**config.mk**
```make
export PLATFORM = sky130hd
export DESIGN_NAME = acc_top
export DESIGN_NICKNAME = d
export VERILOG_FILES = /design/src/inc/acc_pkg.sv /design/src/rtl/acc_sync.sv /design/src/rtl/acc_flag.sv /design/src/rtl/acc_top.sv
export SDC_FILE = /design/constraint.sdc
export NUM_CORES = 1
export LEC_CHECK = 0
export ABC_AREA = 0
export CAP_MARGIN = 20
export CORE_MARGIN = 2
export CORE_UTILIZATION = 65
export DETAILED_ROUTE_END_ITERATION = 8
export DONT_BUFFER_PORTS = 1
export GPL_TIMING_DRIVEN = 0
export PLACE_DENSITY = 0.91
export SYNTH_ARGS = -nofsm -noshare
export SYNTH_HDL_FRONTEND = slang
export SYNTH_SLANG_ARGS = --single-unit
```
**constraint.sdc**
```tcl
create_clock -name clk -period 3.8 [get_ports clk]
set_input_delay 0.76 -clock clk [delete_from_list [all_inputs] [get_ports clk]]
set_output_delay 0.76 -clock clk [all_outputs]
set_load 0.02 [all_outputs]
```
**src/inc/acc_pkg.sv**
```systemverilog
// Package: register map, field positions and reset values of the comparator control block
`default_nettype none

package acc_pkg;

	// Register addresses, shared by all instances
	localparam logic [7:0] ADDR_CTRL = 8'h88;
	localparam logic [7:0] ADDR_MODE = 8'h89;

	// Page of instance 0; instance n sits on page PAGE_BASE + n
	localparam logic [7:0] PAGE_BASE = 8'h01;

	// Control register field positions
	localparam int CTRL_EN_BIT = 7;
	localparam int CTRL_OUT_BIT = 6;
	localparam int CTRL_RIF_BIT = 5;
	localparam int CTRL_FIF_BIT = 4;
	localparam int CTRL_HYP_LSB = 2;
	localparam int CTRL_HYN_LSB = 0;

	// Mode register field positions
	localparam int MODE_RIE_BIT = 5;
	localparam int MODE_FIE_BIT = 4;
	localparam int MODE_SPD_LSB = 0;

	// Width of the two-bit select fields
	localparam int SEL_W = 2;

	// Reset values
	localparam logic [7:0] CTRL_RESET = 8'h00;
	localparam logic [7:0] MODE_RESET = 8'h02;
	localparam logic [7:0] READ_IDLE = 8'h00;

	// Hysteresis codes
	typedef enum logic [1:0] {
		HYST_OFF,
		HYST_5MV,
		HYST_10MV,
		HYST_20MV
	} acc_hyst_e;

	// Response modes, fastest to lowest power
	typedef enum logic [1:0] {
		SPD_MODE0,
		SPD_MODE1,
		SPD_MODE2,
		SPD_MODE3
	} acc_speed_e;

endpackage

`default_nettype wire

```
**src/rtl/acc_sync.sv**
```systemverilog
// Two-stage synchroniser for a bundle of asynchronous levels
`timescale 1ns/1ps
`default_nettype none

module acc_sync #(
	parameter int WIDTH = 3
) (
	input wire logic clk, // System clock
	input wire logic nrst, // Asynchronous reset, active low
	input wire logic [WIDTH-1:0] asyncIn, // Asynchronous levels
	output logic [WIDTH-1:0] syncOut // Levels in the clock domain
);

	logic [WIDTH-1:0] stage1_r;
	logic [WIDTH-1:0] stage2_r;

	// First stage feeds only the second stage
	always_ff @(posedge clk or negedge nrst) begin
		if (!nrst) begin
			stage1_r <= '0;
			stage2_r <= '0;
		end else begin
			stage1_r <= asyncIn;
			stage2_r <= stage1_r;
		end
	end

	assign syncOut = stage2_r;

endmodule // acc_sync

`default_nettype wire

```
**src/rtl/acc_flag.sv**
```systemverilog
// Sticky event flag: hardware set wins over a software write in the same cycle
`timescale 1ns/1ps
`default_nettype none

module acc_flag (
	input wire logic clk, // System clock
	input wire logic nrst, // Asynchronous reset, active low
	input wire logic setPulse, // Hardware event, one cycle
	input wire logic wrEn, // Software write to the flag
	input wire logic wrVal, // Value written
	output logic flag // Flag state
);

	logic flag_r;

	// Event sets; a write loads its value unless an event arrives together
	always_ff @(posedge clk or negedge nrst) begin
		if (!nrst) begin
			flag_r <= 1'b0;
		end else if (setPulse) begin
			flag_r <= 1'b1;
		end else if (wrEn) begin
			flag_r <= wrVal;
		end
	end

	assign flag = flag_r;

endmodule // acc_flag

`default_nettype wire

```
**src/rtl/acc_top.sv**
```systemverilog
// Control and status registers for a set of analog comparators on the paged register port
//
// Functional notes
// - control bit 7 powers the comparator
// - control bit 6 reads live result
// - rising edge sets sticky flag, software clears
// - falling edge sets sticky flag, software clears
// - control bits 3-2 drive positive hysteresis
// - control bits 1-0 drive negative hysteresis
// - mode bit 5 gates rising-edge interrupt
// - mode bit 4 gates falling-edge interrupt
// - mode bits 1-0 select response speed
// - unused mode bits read zero, ignore writes
// - control 0x88, mode 0x89, pages 1-3
// - disabled comparator drives its pin low
// - interrupt also needs extended enable bit
`timescale 1ns/1ps
`default_nettype none

module acc_top #(
	parameter int NUM_CMP = 3
) (
	input wire logic clk, // System clock, 10 MHz
	input wire logic nrst, // Asynchronous reset, active low
	input wire logic [7:0] sfrAddr, // Register address
	input wire logic [7:0] sfrPage, // Register page
	input wire logic [7:0] sfrWrData, // Write data
	input wire logic sfrWe, // Write strobe
	input wire logic sfrRe, // Read strobe
	output logic [7:0] sfrRdData, // Read data, valid the cycle after the strobe
	output logic sfrRdHit, // Last read hit a register of this block
	input wire logic [NUM_CMP-1:0] compareRaw, // Analog comparator outputs, asynchronous
	input wire logic cmpIrqGlobalEn, // Comparator bit of the extended interrupt enable
	output logic [NUM_CMP-1:0] compareEnable, // Power-on per comparator
	output logic [2*NUM_CMP-1:0] posHystSelect, // Positive hysteresis, two bits each
	output logic [2*NUM_CMP-1:0] negHystSelect, // Negative hysteresis, two bits each
	output logic [2*NUM_CMP-1:0] responseSpeedSelect, // Response mode, two bits each
	output logic [NUM_CMP-1:0] comparePinOut, // Result routed to the port pin
	output logic [NUM_CMP-1:0] compareIrq // Edge interrupt request per comparator
);

	// Register state
	logic [NUM_CMP-1:0] compareEnable_r;
	logic [NUM_CMP-1:0][1:0] posHyst_r;
	logic [NUM_CMP-1:0][1:0] negHyst_r;
	logic [NUM_CMP-1:0] riseIrqEnable_r;
	logic [NUM_CMP-1:0] fallIrqEnable_r;
	logic [NUM_CMP-1:0][1:0] speed_r;

	// Edge detection state
	logic [NUM_CMP-1:0] compareResult;
	logic [NUM_CMP-1:0] resultPrev_r;
	logic [NUM_CMP-1:0] armed_r;
	logic [NUM_CMP-1:0] risePulse;
	logic [NUM_CMP-1:0] fallPulse;
	logic [NUM_CMP-1:0] riseEventFlag;
	logic [NUM_CMP-1:0] fallEventFlag;

	// Decode
	logic [NUM_CMP-1:0] ctrlSel;
	logic [NUM_CMP-1:0] modeSel;
	logic [NUM_CMP-1:0] ctrlWr;
	logic [NUM_CMP-1:0] modeWr;

	// Outputs
	logic [7:0] rdData_r;
	logic [7:0] rdData_nxt;
	logic rdHit_r;
	logic rdHit_nxt;
	logic [NUM_CMP-1:0] pinOut_r;
	logic [NUM_CMP-1:0] irq_r;
	logic [NUM_CMP-1:0] irq_nxt;

	// Bring the analog results into the clock domain
	acc_sync #(
		.WIDTH(NUM_CMP)
	) u_sync (
		.clk(clk),
		.nrst(nrst),
		.asyncIn(compareRaw),
		.syncOut(compareResult)
	);

	// Page and address decode; instance n sits on page base plus n
	always_comb begin
		for (int i = 0; i < NUM_CMP; i++) begin
			ctrlSel[i] = (sfrAddr == acc_pkg::ADDR_CTRL) &&
				(sfrPage == acc_pkg::PAGE_BASE + 8'(i));
			modeSel[i] = (sfrAddr == acc_pkg::ADDR_MODE) &&
				(sfrPage == acc_pkg::PAGE_BASE + 8'(i));
			ctrlWr[i] = sfrWe && ctrlSel[i];
			modeWr[i] = sfrWe && modeSel[i];
		end
	end

	// Comparator enable
	always_ff @(posedge clk or negedge nrst) begin
		if (!nrst) begin
			compareEnable_r <= '0;
		end else begin
			for (int i = 0; i < NUM_CMP; i++) begin
				if (ctrlWr[i]) begin
					compareEnable_r[i] <= sfrWrData[acc_pkg::CTRL_EN_BIT];
				end
			end
		end
	end

	// Positive hysteresis select
	always_ff @(posedge clk or negedge nrst) begin
		if (!nrst) begin
			posHyst_r <= '0;
		end else begin
			for (int i = 0; i < NUM_CMP; i++) begin
				if (ctrlWr[i]) begin
					posHyst_r[i] <= sfrWrData[acc_pkg::CTRL_HYP_LSB +: acc_pkg::SEL_W];
				end
			end
		end
	end

	// Negative hysteresis select
	always_ff @(posedge clk or negedge nrst) begin
		if (!nrst) begin
			negHyst_r <= '0;
		end else begin
			for (int i = 0; i < NUM_CMP; i++) begin
				if (ctrlWr[i]) begin
					negHyst_r[i] <= sfrWrData[acc_pkg::CTRL_HYN_LSB +: acc_pkg::SEL_W];
				end
			end
		end
	end

	// Edge interrupt enables; unused mode bits are not stored
	always_ff @(posedge clk or negedge nrst) begin
		if (!nrst) begin
			riseIrqEnable_r <= '0;
			fallIrqEnable_r <= '0;
		end else begin
			for (int i = 0; i < NUM_CMP; i++) begin
				if (modeWr[i]) begin
					riseIrqEnable_r[i] <= sfrWrData[acc_pkg::MODE_RIE_BIT];
					fallIrqEnable_r[i] <= sfrWrData[acc_pkg::MODE_FIE_BIT];
				end
			end
		end
	end

	// Response speed select, resets to mode 2
	always_ff @(posedge clk or negedge nrst) begin
		if (!nrst) begin
			for (int i = 0; i < NUM_CMP; i++) begin
				speed_r[i] <= acc_pkg::MODE_RESET[acc_pkg::MODE_SPD_LSB +: acc_pkg::SEL_W];
			end
		end else begin
			for (int i = 0; i < NUM_CMP; i++) begin
				if (modeWr[i]) begin
					speed_r[i] <= sfrWrData[acc_pkg::MODE_SPD_LSB +: acc_pkg::SEL_W];
				end
			end
		end
	end

	// Edge tracking; armed only after a full enabled cycle so power-up and shutdown make no edges
	always_ff @(posedge clk or negedge nrst) begin
		if (!nrst) begin
			resultPrev_r <= '0;
			armed_r <= '0;
		end else begin
			resultPrev_r <= compareResult;
			armed_r <= compareEnable_r;
		end
	end

	// Edge pulses from the synchronised result
	always_comb begin
		for (int i = 0; i < NUM_CMP; i++) begin
			risePulse[i] = armed_r[i] && compareEnable_r[i] && !resultPrev_r[i] && compareResult[i];
			fallPulse[i] = armed_r[i] && compareEnable_r[i] && resultPrev_r[i] && !compareResult[i];
		end
	end

	// Sticky flags, one pair per comparator
	for (genvar g = 0; g < NUM_CMP; g++) begin : gen_flags
		acc_flag u_rise (
			.clk(clk),
			.nrst(nrst),
			.setPulse(risePulse[g]),
			.wrEn(ctrlWr[g]),
			.wrVal(sfrWrData[acc_pkg::CTRL_RIF_BIT]),
			.flag(riseEventFlag[g])
		);
		acc_flag u_fall (
			.clk(clk),
			.nrst(nrst),
			.setPulse(fallPulse[g]),
			.wrEn(ctrlWr[g]),
			.wrVal(sfrWrData[acc_pkg::CTRL_FIF_BIT]),
			.flag(fallEventFlag[g])
		);
	end

	// Interrupt request: flag and its edge enable, qualified by the extended enable
	always_comb begin
		for (int i = 0; i < NUM_CMP; i++) begin
			irq_nxt[i] = cmpIrqGlobalEn &&
				((riseEventFlag[i] && riseIrqEnable_r[i]) ||
				(fallEventFlag[i] && fallIrqEnable_r[i]));
		end
	end

	always_ff @(posedge clk or negedge nrst) begin
		if (!nrst) begin
			irq_r <= '0;
		end else begin
			irq_r <= irq_nxt;
		end
	end

	// Pin output forced low while the comparator is shut down
	always_ff @(posedge clk or negedge nrst) begin
		if (!nrst) begin
			pinOut_r <= '0;
		end else begin
			pinOut_r <= compareEnable_r & compareResult;
		end
	end

	// Read multiplexer; unused mode bits read zero
	always_comb begin
		rdData_nxt = acc_pkg::READ_IDLE;
		rdHit_nxt = 1'b0;
		for (int i = 0; i < NUM_CMP; i++) begin
			if (ctrlSel[i]) begin
				rdHit_nxt = 1'b1;
				rdData_nxt[acc_pkg::CTRL_EN_BIT] = compareEnable_r[i];
				rdData_nxt[acc_pkg::CTRL_OUT_BIT] = compareResult[i];
				rdData_nxt[acc_pkg::CTRL_RIF_BIT] = riseEventFlag[i];
				rdData_nxt[acc_pkg::CTRL_FIF_BIT] = fallEventFlag[i];
				rdData_nxt[acc_pkg::CTRL_HYP_LSB +: acc_pkg::SEL_W] = posHyst_r[i];
				rdData_nxt[acc_pkg::CTRL_HYN_LSB +: acc_pkg::SEL_W] = negHyst_r[i];
			end
			if (modeSel[i]) begin
				rdHit_nxt = 1'b1;
				rdData_nxt[acc_pkg::MODE_RIE_BIT] = riseIrqEnable_r[i];
				rdData_nxt[acc_pkg::MODE_FIE_BIT] = fallIrqEnable_r[i];
				rdData_nxt[acc_pkg::MODE_SPD_LSB +: acc_pkg::SEL_W] = speed_r[i];
			end
		end
	end

	// Read data is captured on the strobe and held until the next read
	always_ff @(posedge clk or negedge nrst) begin
		if (!nrst) begin
			rdData_r <= acc_pkg::READ_IDLE;
			rdHit_r <= 1'b0;
		end else if (sfrRe) begin
			rdData_r <= rdData_nxt;
			rdHit_r <= rdHit_nxt;
		end
	end

	// Output wiring, each straight from a flip-flop
	assign sfrRdData = rdData_r;
	assign sfrRdHit = rdHit_r;
	assign compareEnable = compareEnable_r;
	assign posHystSelect = posHyst_r;
	assign negHystSelect = negHyst_r;
	assign responseSpeedSelect = speed_r;
	assign comparePinOut = pinOut_r;
	assign compareIrq = irq_r;

endmodule // acc_top

`default_nettype wire

```
==> results.json <==
{
  "start_util_pct": 67.03,
  "cell_area_after_placement_mm2": 0.002705,
  "rr_endpoint": "sfrRdData[1]",
  "route.vias.total": 1809,
  "crit_slowest_cell": "nor3_1",
  "result_of_the_run": "finished, final reports clean",
  "drive_above_1_share_pct": 28.00,
  "timing.critical_path.from": "sfrAddr[5]",
  "skew_ps": 3.405,
  "grt_first_pass_wirelength_um": 9059,
  "design.die.area_mm2": 0.004591,
  "timing.critical_path.required_ps": 4020,
  "ys_async_sr_fraction_pct": 100.0,
  "cp.arrival_ps": 2480,
  "synth_edf_count": 0,
  "grt_start_max_net_pins": 61,
  "detail_route.drc_violations": 0,
  "total_leakage_power_nw": 1.232,
  "post_layout_min_period_ps": 2263,
  "post_drt_via_cell_ratio": 6.578,
  "stdcell_area_mm2": 0.002874,
  "post_route_fraction_of_the_period_consumed_by_the_critical_path_pct": 59.55,
  "place_congestion": 0.8805,
  "gr-usage-all-layers_pct": 28.60,
  "cts-buffers-inserted": 9,
  "startpoint_type": "input port",
  "final.setup.worst_slack_ps": 1537,
  "antenna_violating_nets_post_route": 0,
  "tightestPinTransition_ps": 848.9,
  "p_per_area_mw_per_mm2": 411.4,
  "unrepaired_setup_endpoints_after_global_routing": "false",
  "cap_violations": 0,
  "drt-initial-drc-count": 163,
  "setup.worst_path.class": "input port to flop",
  "drtPass1Iterations": 4,
  "critPathBufInv": 0,
  "synth_seq_cells": 60,
  "vdd_drop_max_uv": 285.8,
  "tritoncts": "built",
  "finalSetupViolations": 0,
  "port_buffer_count": 0,
  "timing.critical_path.mode_cell": "nor3_1",
  "worstSkewPairLatency_ps": 330,
  "rows": 23,
  "clock_tree.htree_level_count": 3,
  "synth_sequential_area_ratio_pct": 56.96,
  "post_synth.cell_area_avg_um2": 12.58,
  "antenna_found_initial": 0,
  "cts_setup_buffers": 0,
  "slew-limit-headroom_pct": 42.97,
  "footprint_of_the_multi_input_gates_mm2": 0.001080,
  "crit_end": "responseSpeedSelect[2]",
  "ctsHoldBuffers": 0,
  "tns_ps": 0,
  "wl_per_cell_um": 20.69,
  "timing.critical_path.fanout_max": 9,
  "critical-path-max-stage-delay_ps": 750,
  "timing.rr.start": "negHystSelect[5]",
  "num-nets-final": 253,
  "fillCellCount": 245,
  "min_path_type": "input port to asynchronous set/reset pin",
  "r2r_setup_slack_ps": 2220,
  "syn_nets": 242,
  "top_ff_cell_synth": "dfrtp_1",
  "grt_pass1_vias": 1837,
  "n_antenna_cell": 0,
  "synthCells": 210,
  "placed_wire_length_estimate_um": 3912,
  "fp.dieH_um": 67.76,
  "layout-area-overhead-vs-synth_pct": 8.760,
  "hold_violations": 0,
  "cts_resized": 0,
  "critical_path_cell_by_cell": "nor3_1 -> nand4_4 -> nor3_1 -> mux2_2",
  "fmaxAchievable_ghz": 0.4419,
  "syn_area_mm2": 0.002643,
  "synth_warnings": 0,
  "seq_area_mm2": 0.001505,
  "path_delay_family": "simple AND/OR/NAND/NOR gates",
  "route.final.wire_length_um": 5691,
  "ioPinCount": 68,
  "cts.clk_slew.worst_paths_ps": 60,
  "place_ws_ps": 1244,
  "core_mm2": 0.003943,
  "slew_violations": 0,
  "ctsLongestPathBuffers": 2,
  "cts.sinks": 60,
  "crit_end_category": "flop",
  "clock_tree.root_cell": "clkbuf_8",
  "critical_path_depth": 4,
  "worst_r2r_path_depth": 4,
  "grt-ovfl-total": 0,
  "yosys.cell_types.count": 28,
  "die-width_um": 67.76
}
-- registers in the layout, summed over array words and instances (netlist names) --
name,flops
compareIrq,3
u_sync.stage1_r,3
armed_r,3
u_sync.syncOut,3
gen_flags.u_fall.flag,3
gen_flags.u_rise.flag,3
resultPrev_r,3
posHystSelect,6
sfrRdHit,1
comparePinOut,3
negHystSelect,6
fallIrqEnable_r,3
compareEnable,3
sfrRdData,8
riseIrqEnable_r,3
responseSpeedSelect,6
-- per-stage QoR --
stage	utilization, %	hold slack, ps	total power [W]	cells
after global placement	68.61	333.4	0.0006966	260
final	72.90	118.5	0.001182	275
after floorplan	-	331.2	0.0006891	210
after CTS	72.90	106.3	0.001191	275
after detailed placement	68.61	336.3	0.0006984	260
after global routing	72.90	99.96	0.001221	275
-- area by class of cell --
cell class,count,area share [%]
inverters,6,0.7836
clock inverters,2,0.3483
well taps,50,2.177
clock buffers,13,5.529
plain buffers,9,1.219
flip-flops and latches,60,52.37
multi-input cells,135,37.57
-- cells by family (layout without fill, tap and decap cells) --
group           Yosys count  in the layout  synth area share [%]
flops                    60             60                 56.96
simple gates             61             61                 14.87
mux                      42             42                 18.18
buf+inv                  15             30                 2.178
compound gates           32             32                 7.813
-- cell usage after synthesis (6+ instances only) --
master    number  area, µm²
mux2_2        38      427.9
dfrtp_1       57       1426
nand3_1        7      35.03
clkbuf_1       8      30.03
nor3_1         8      40.04
o21ai_0        9      45.04
or4_1          6      45.04
nand4b_1       6      52.55
inv_1          6      22.52
a22oi_1        8      60.06
nor2_1        11      41.29
a21oi_1        6      30.03
-- placed cells by master (no fill, tap or decap), drive strengths merged --
master and instances:
clkbuf 21, or4 6, nor3 11, mux4 1, clkinv 2, nand2b 3, buf 1, mux2 38
a31oi 3, a221oi 3, dfstp 3, nand2 5, nand4b 6, a22oi 8, dfrtp 57, and2 3
or2 1, o21ai 9, and4bb 1, a21oi 6, mux2i 3, nand4 1, nand3 7, nor4 1
inv 6, nor2 11, o32ai 3, nor2b 5
-- worst register-to-register path: stages (launching register included) --
cell	delay [ps]
dfrtp_1	460
mux4_2	490
a22oi_1	170
nor2_1	70
mux2_2	270
-- routing by layer --
metal	wire length [µm]	track usage (%)	up-vias	share of wire, %
met4	129	14.54	0	2.3
li1	-	-	799	-
met3	607	11.83	13	11
met2	2801	43.14	104	49
met1	2152	35.36	893	38
met5	0	0	-	0
-- where the power goes --
| part | total, W | leakage (nW) | switching (W) | internal [W] |
|---|---|---|---|---|
| Sequential | 0.000647 | 0.775 | 0.00000308 | 0.000644 |
| Clock | 0.000494 | 0.0893 | 0.000228 | 0.000267 |
| Combinational | 0.0000405 | 0.367 | 0.0000254 | 0.0000152 |
| Total | 0.00118 | 1.23 | 0.000256 | 0.000926 |
-- worst min path at each step --
stage | startpoint | end | slack (ps) | cells past startpoint
2_1_floorplan | u_sync.stage1_r[0] | u_sync.syncOut[0] | 330 | 0
3_3_place_gp | u_sync.stage1_r[1] | u_sync.syncOut[1] | 330 | 0
3_5_place_dp | u_sync.stage1_r[1] | u_sync.syncOut[1] | 340 | 0
4_1_cts | nrst | compareIrq[1] | 110 | 0
5_1_grt | nrst | fallIrqEnable_r[0] | 100 | 0
6_report | nrst | comparePinOut[0] | 120 | 0
Power figures use the tool's default switching activity.
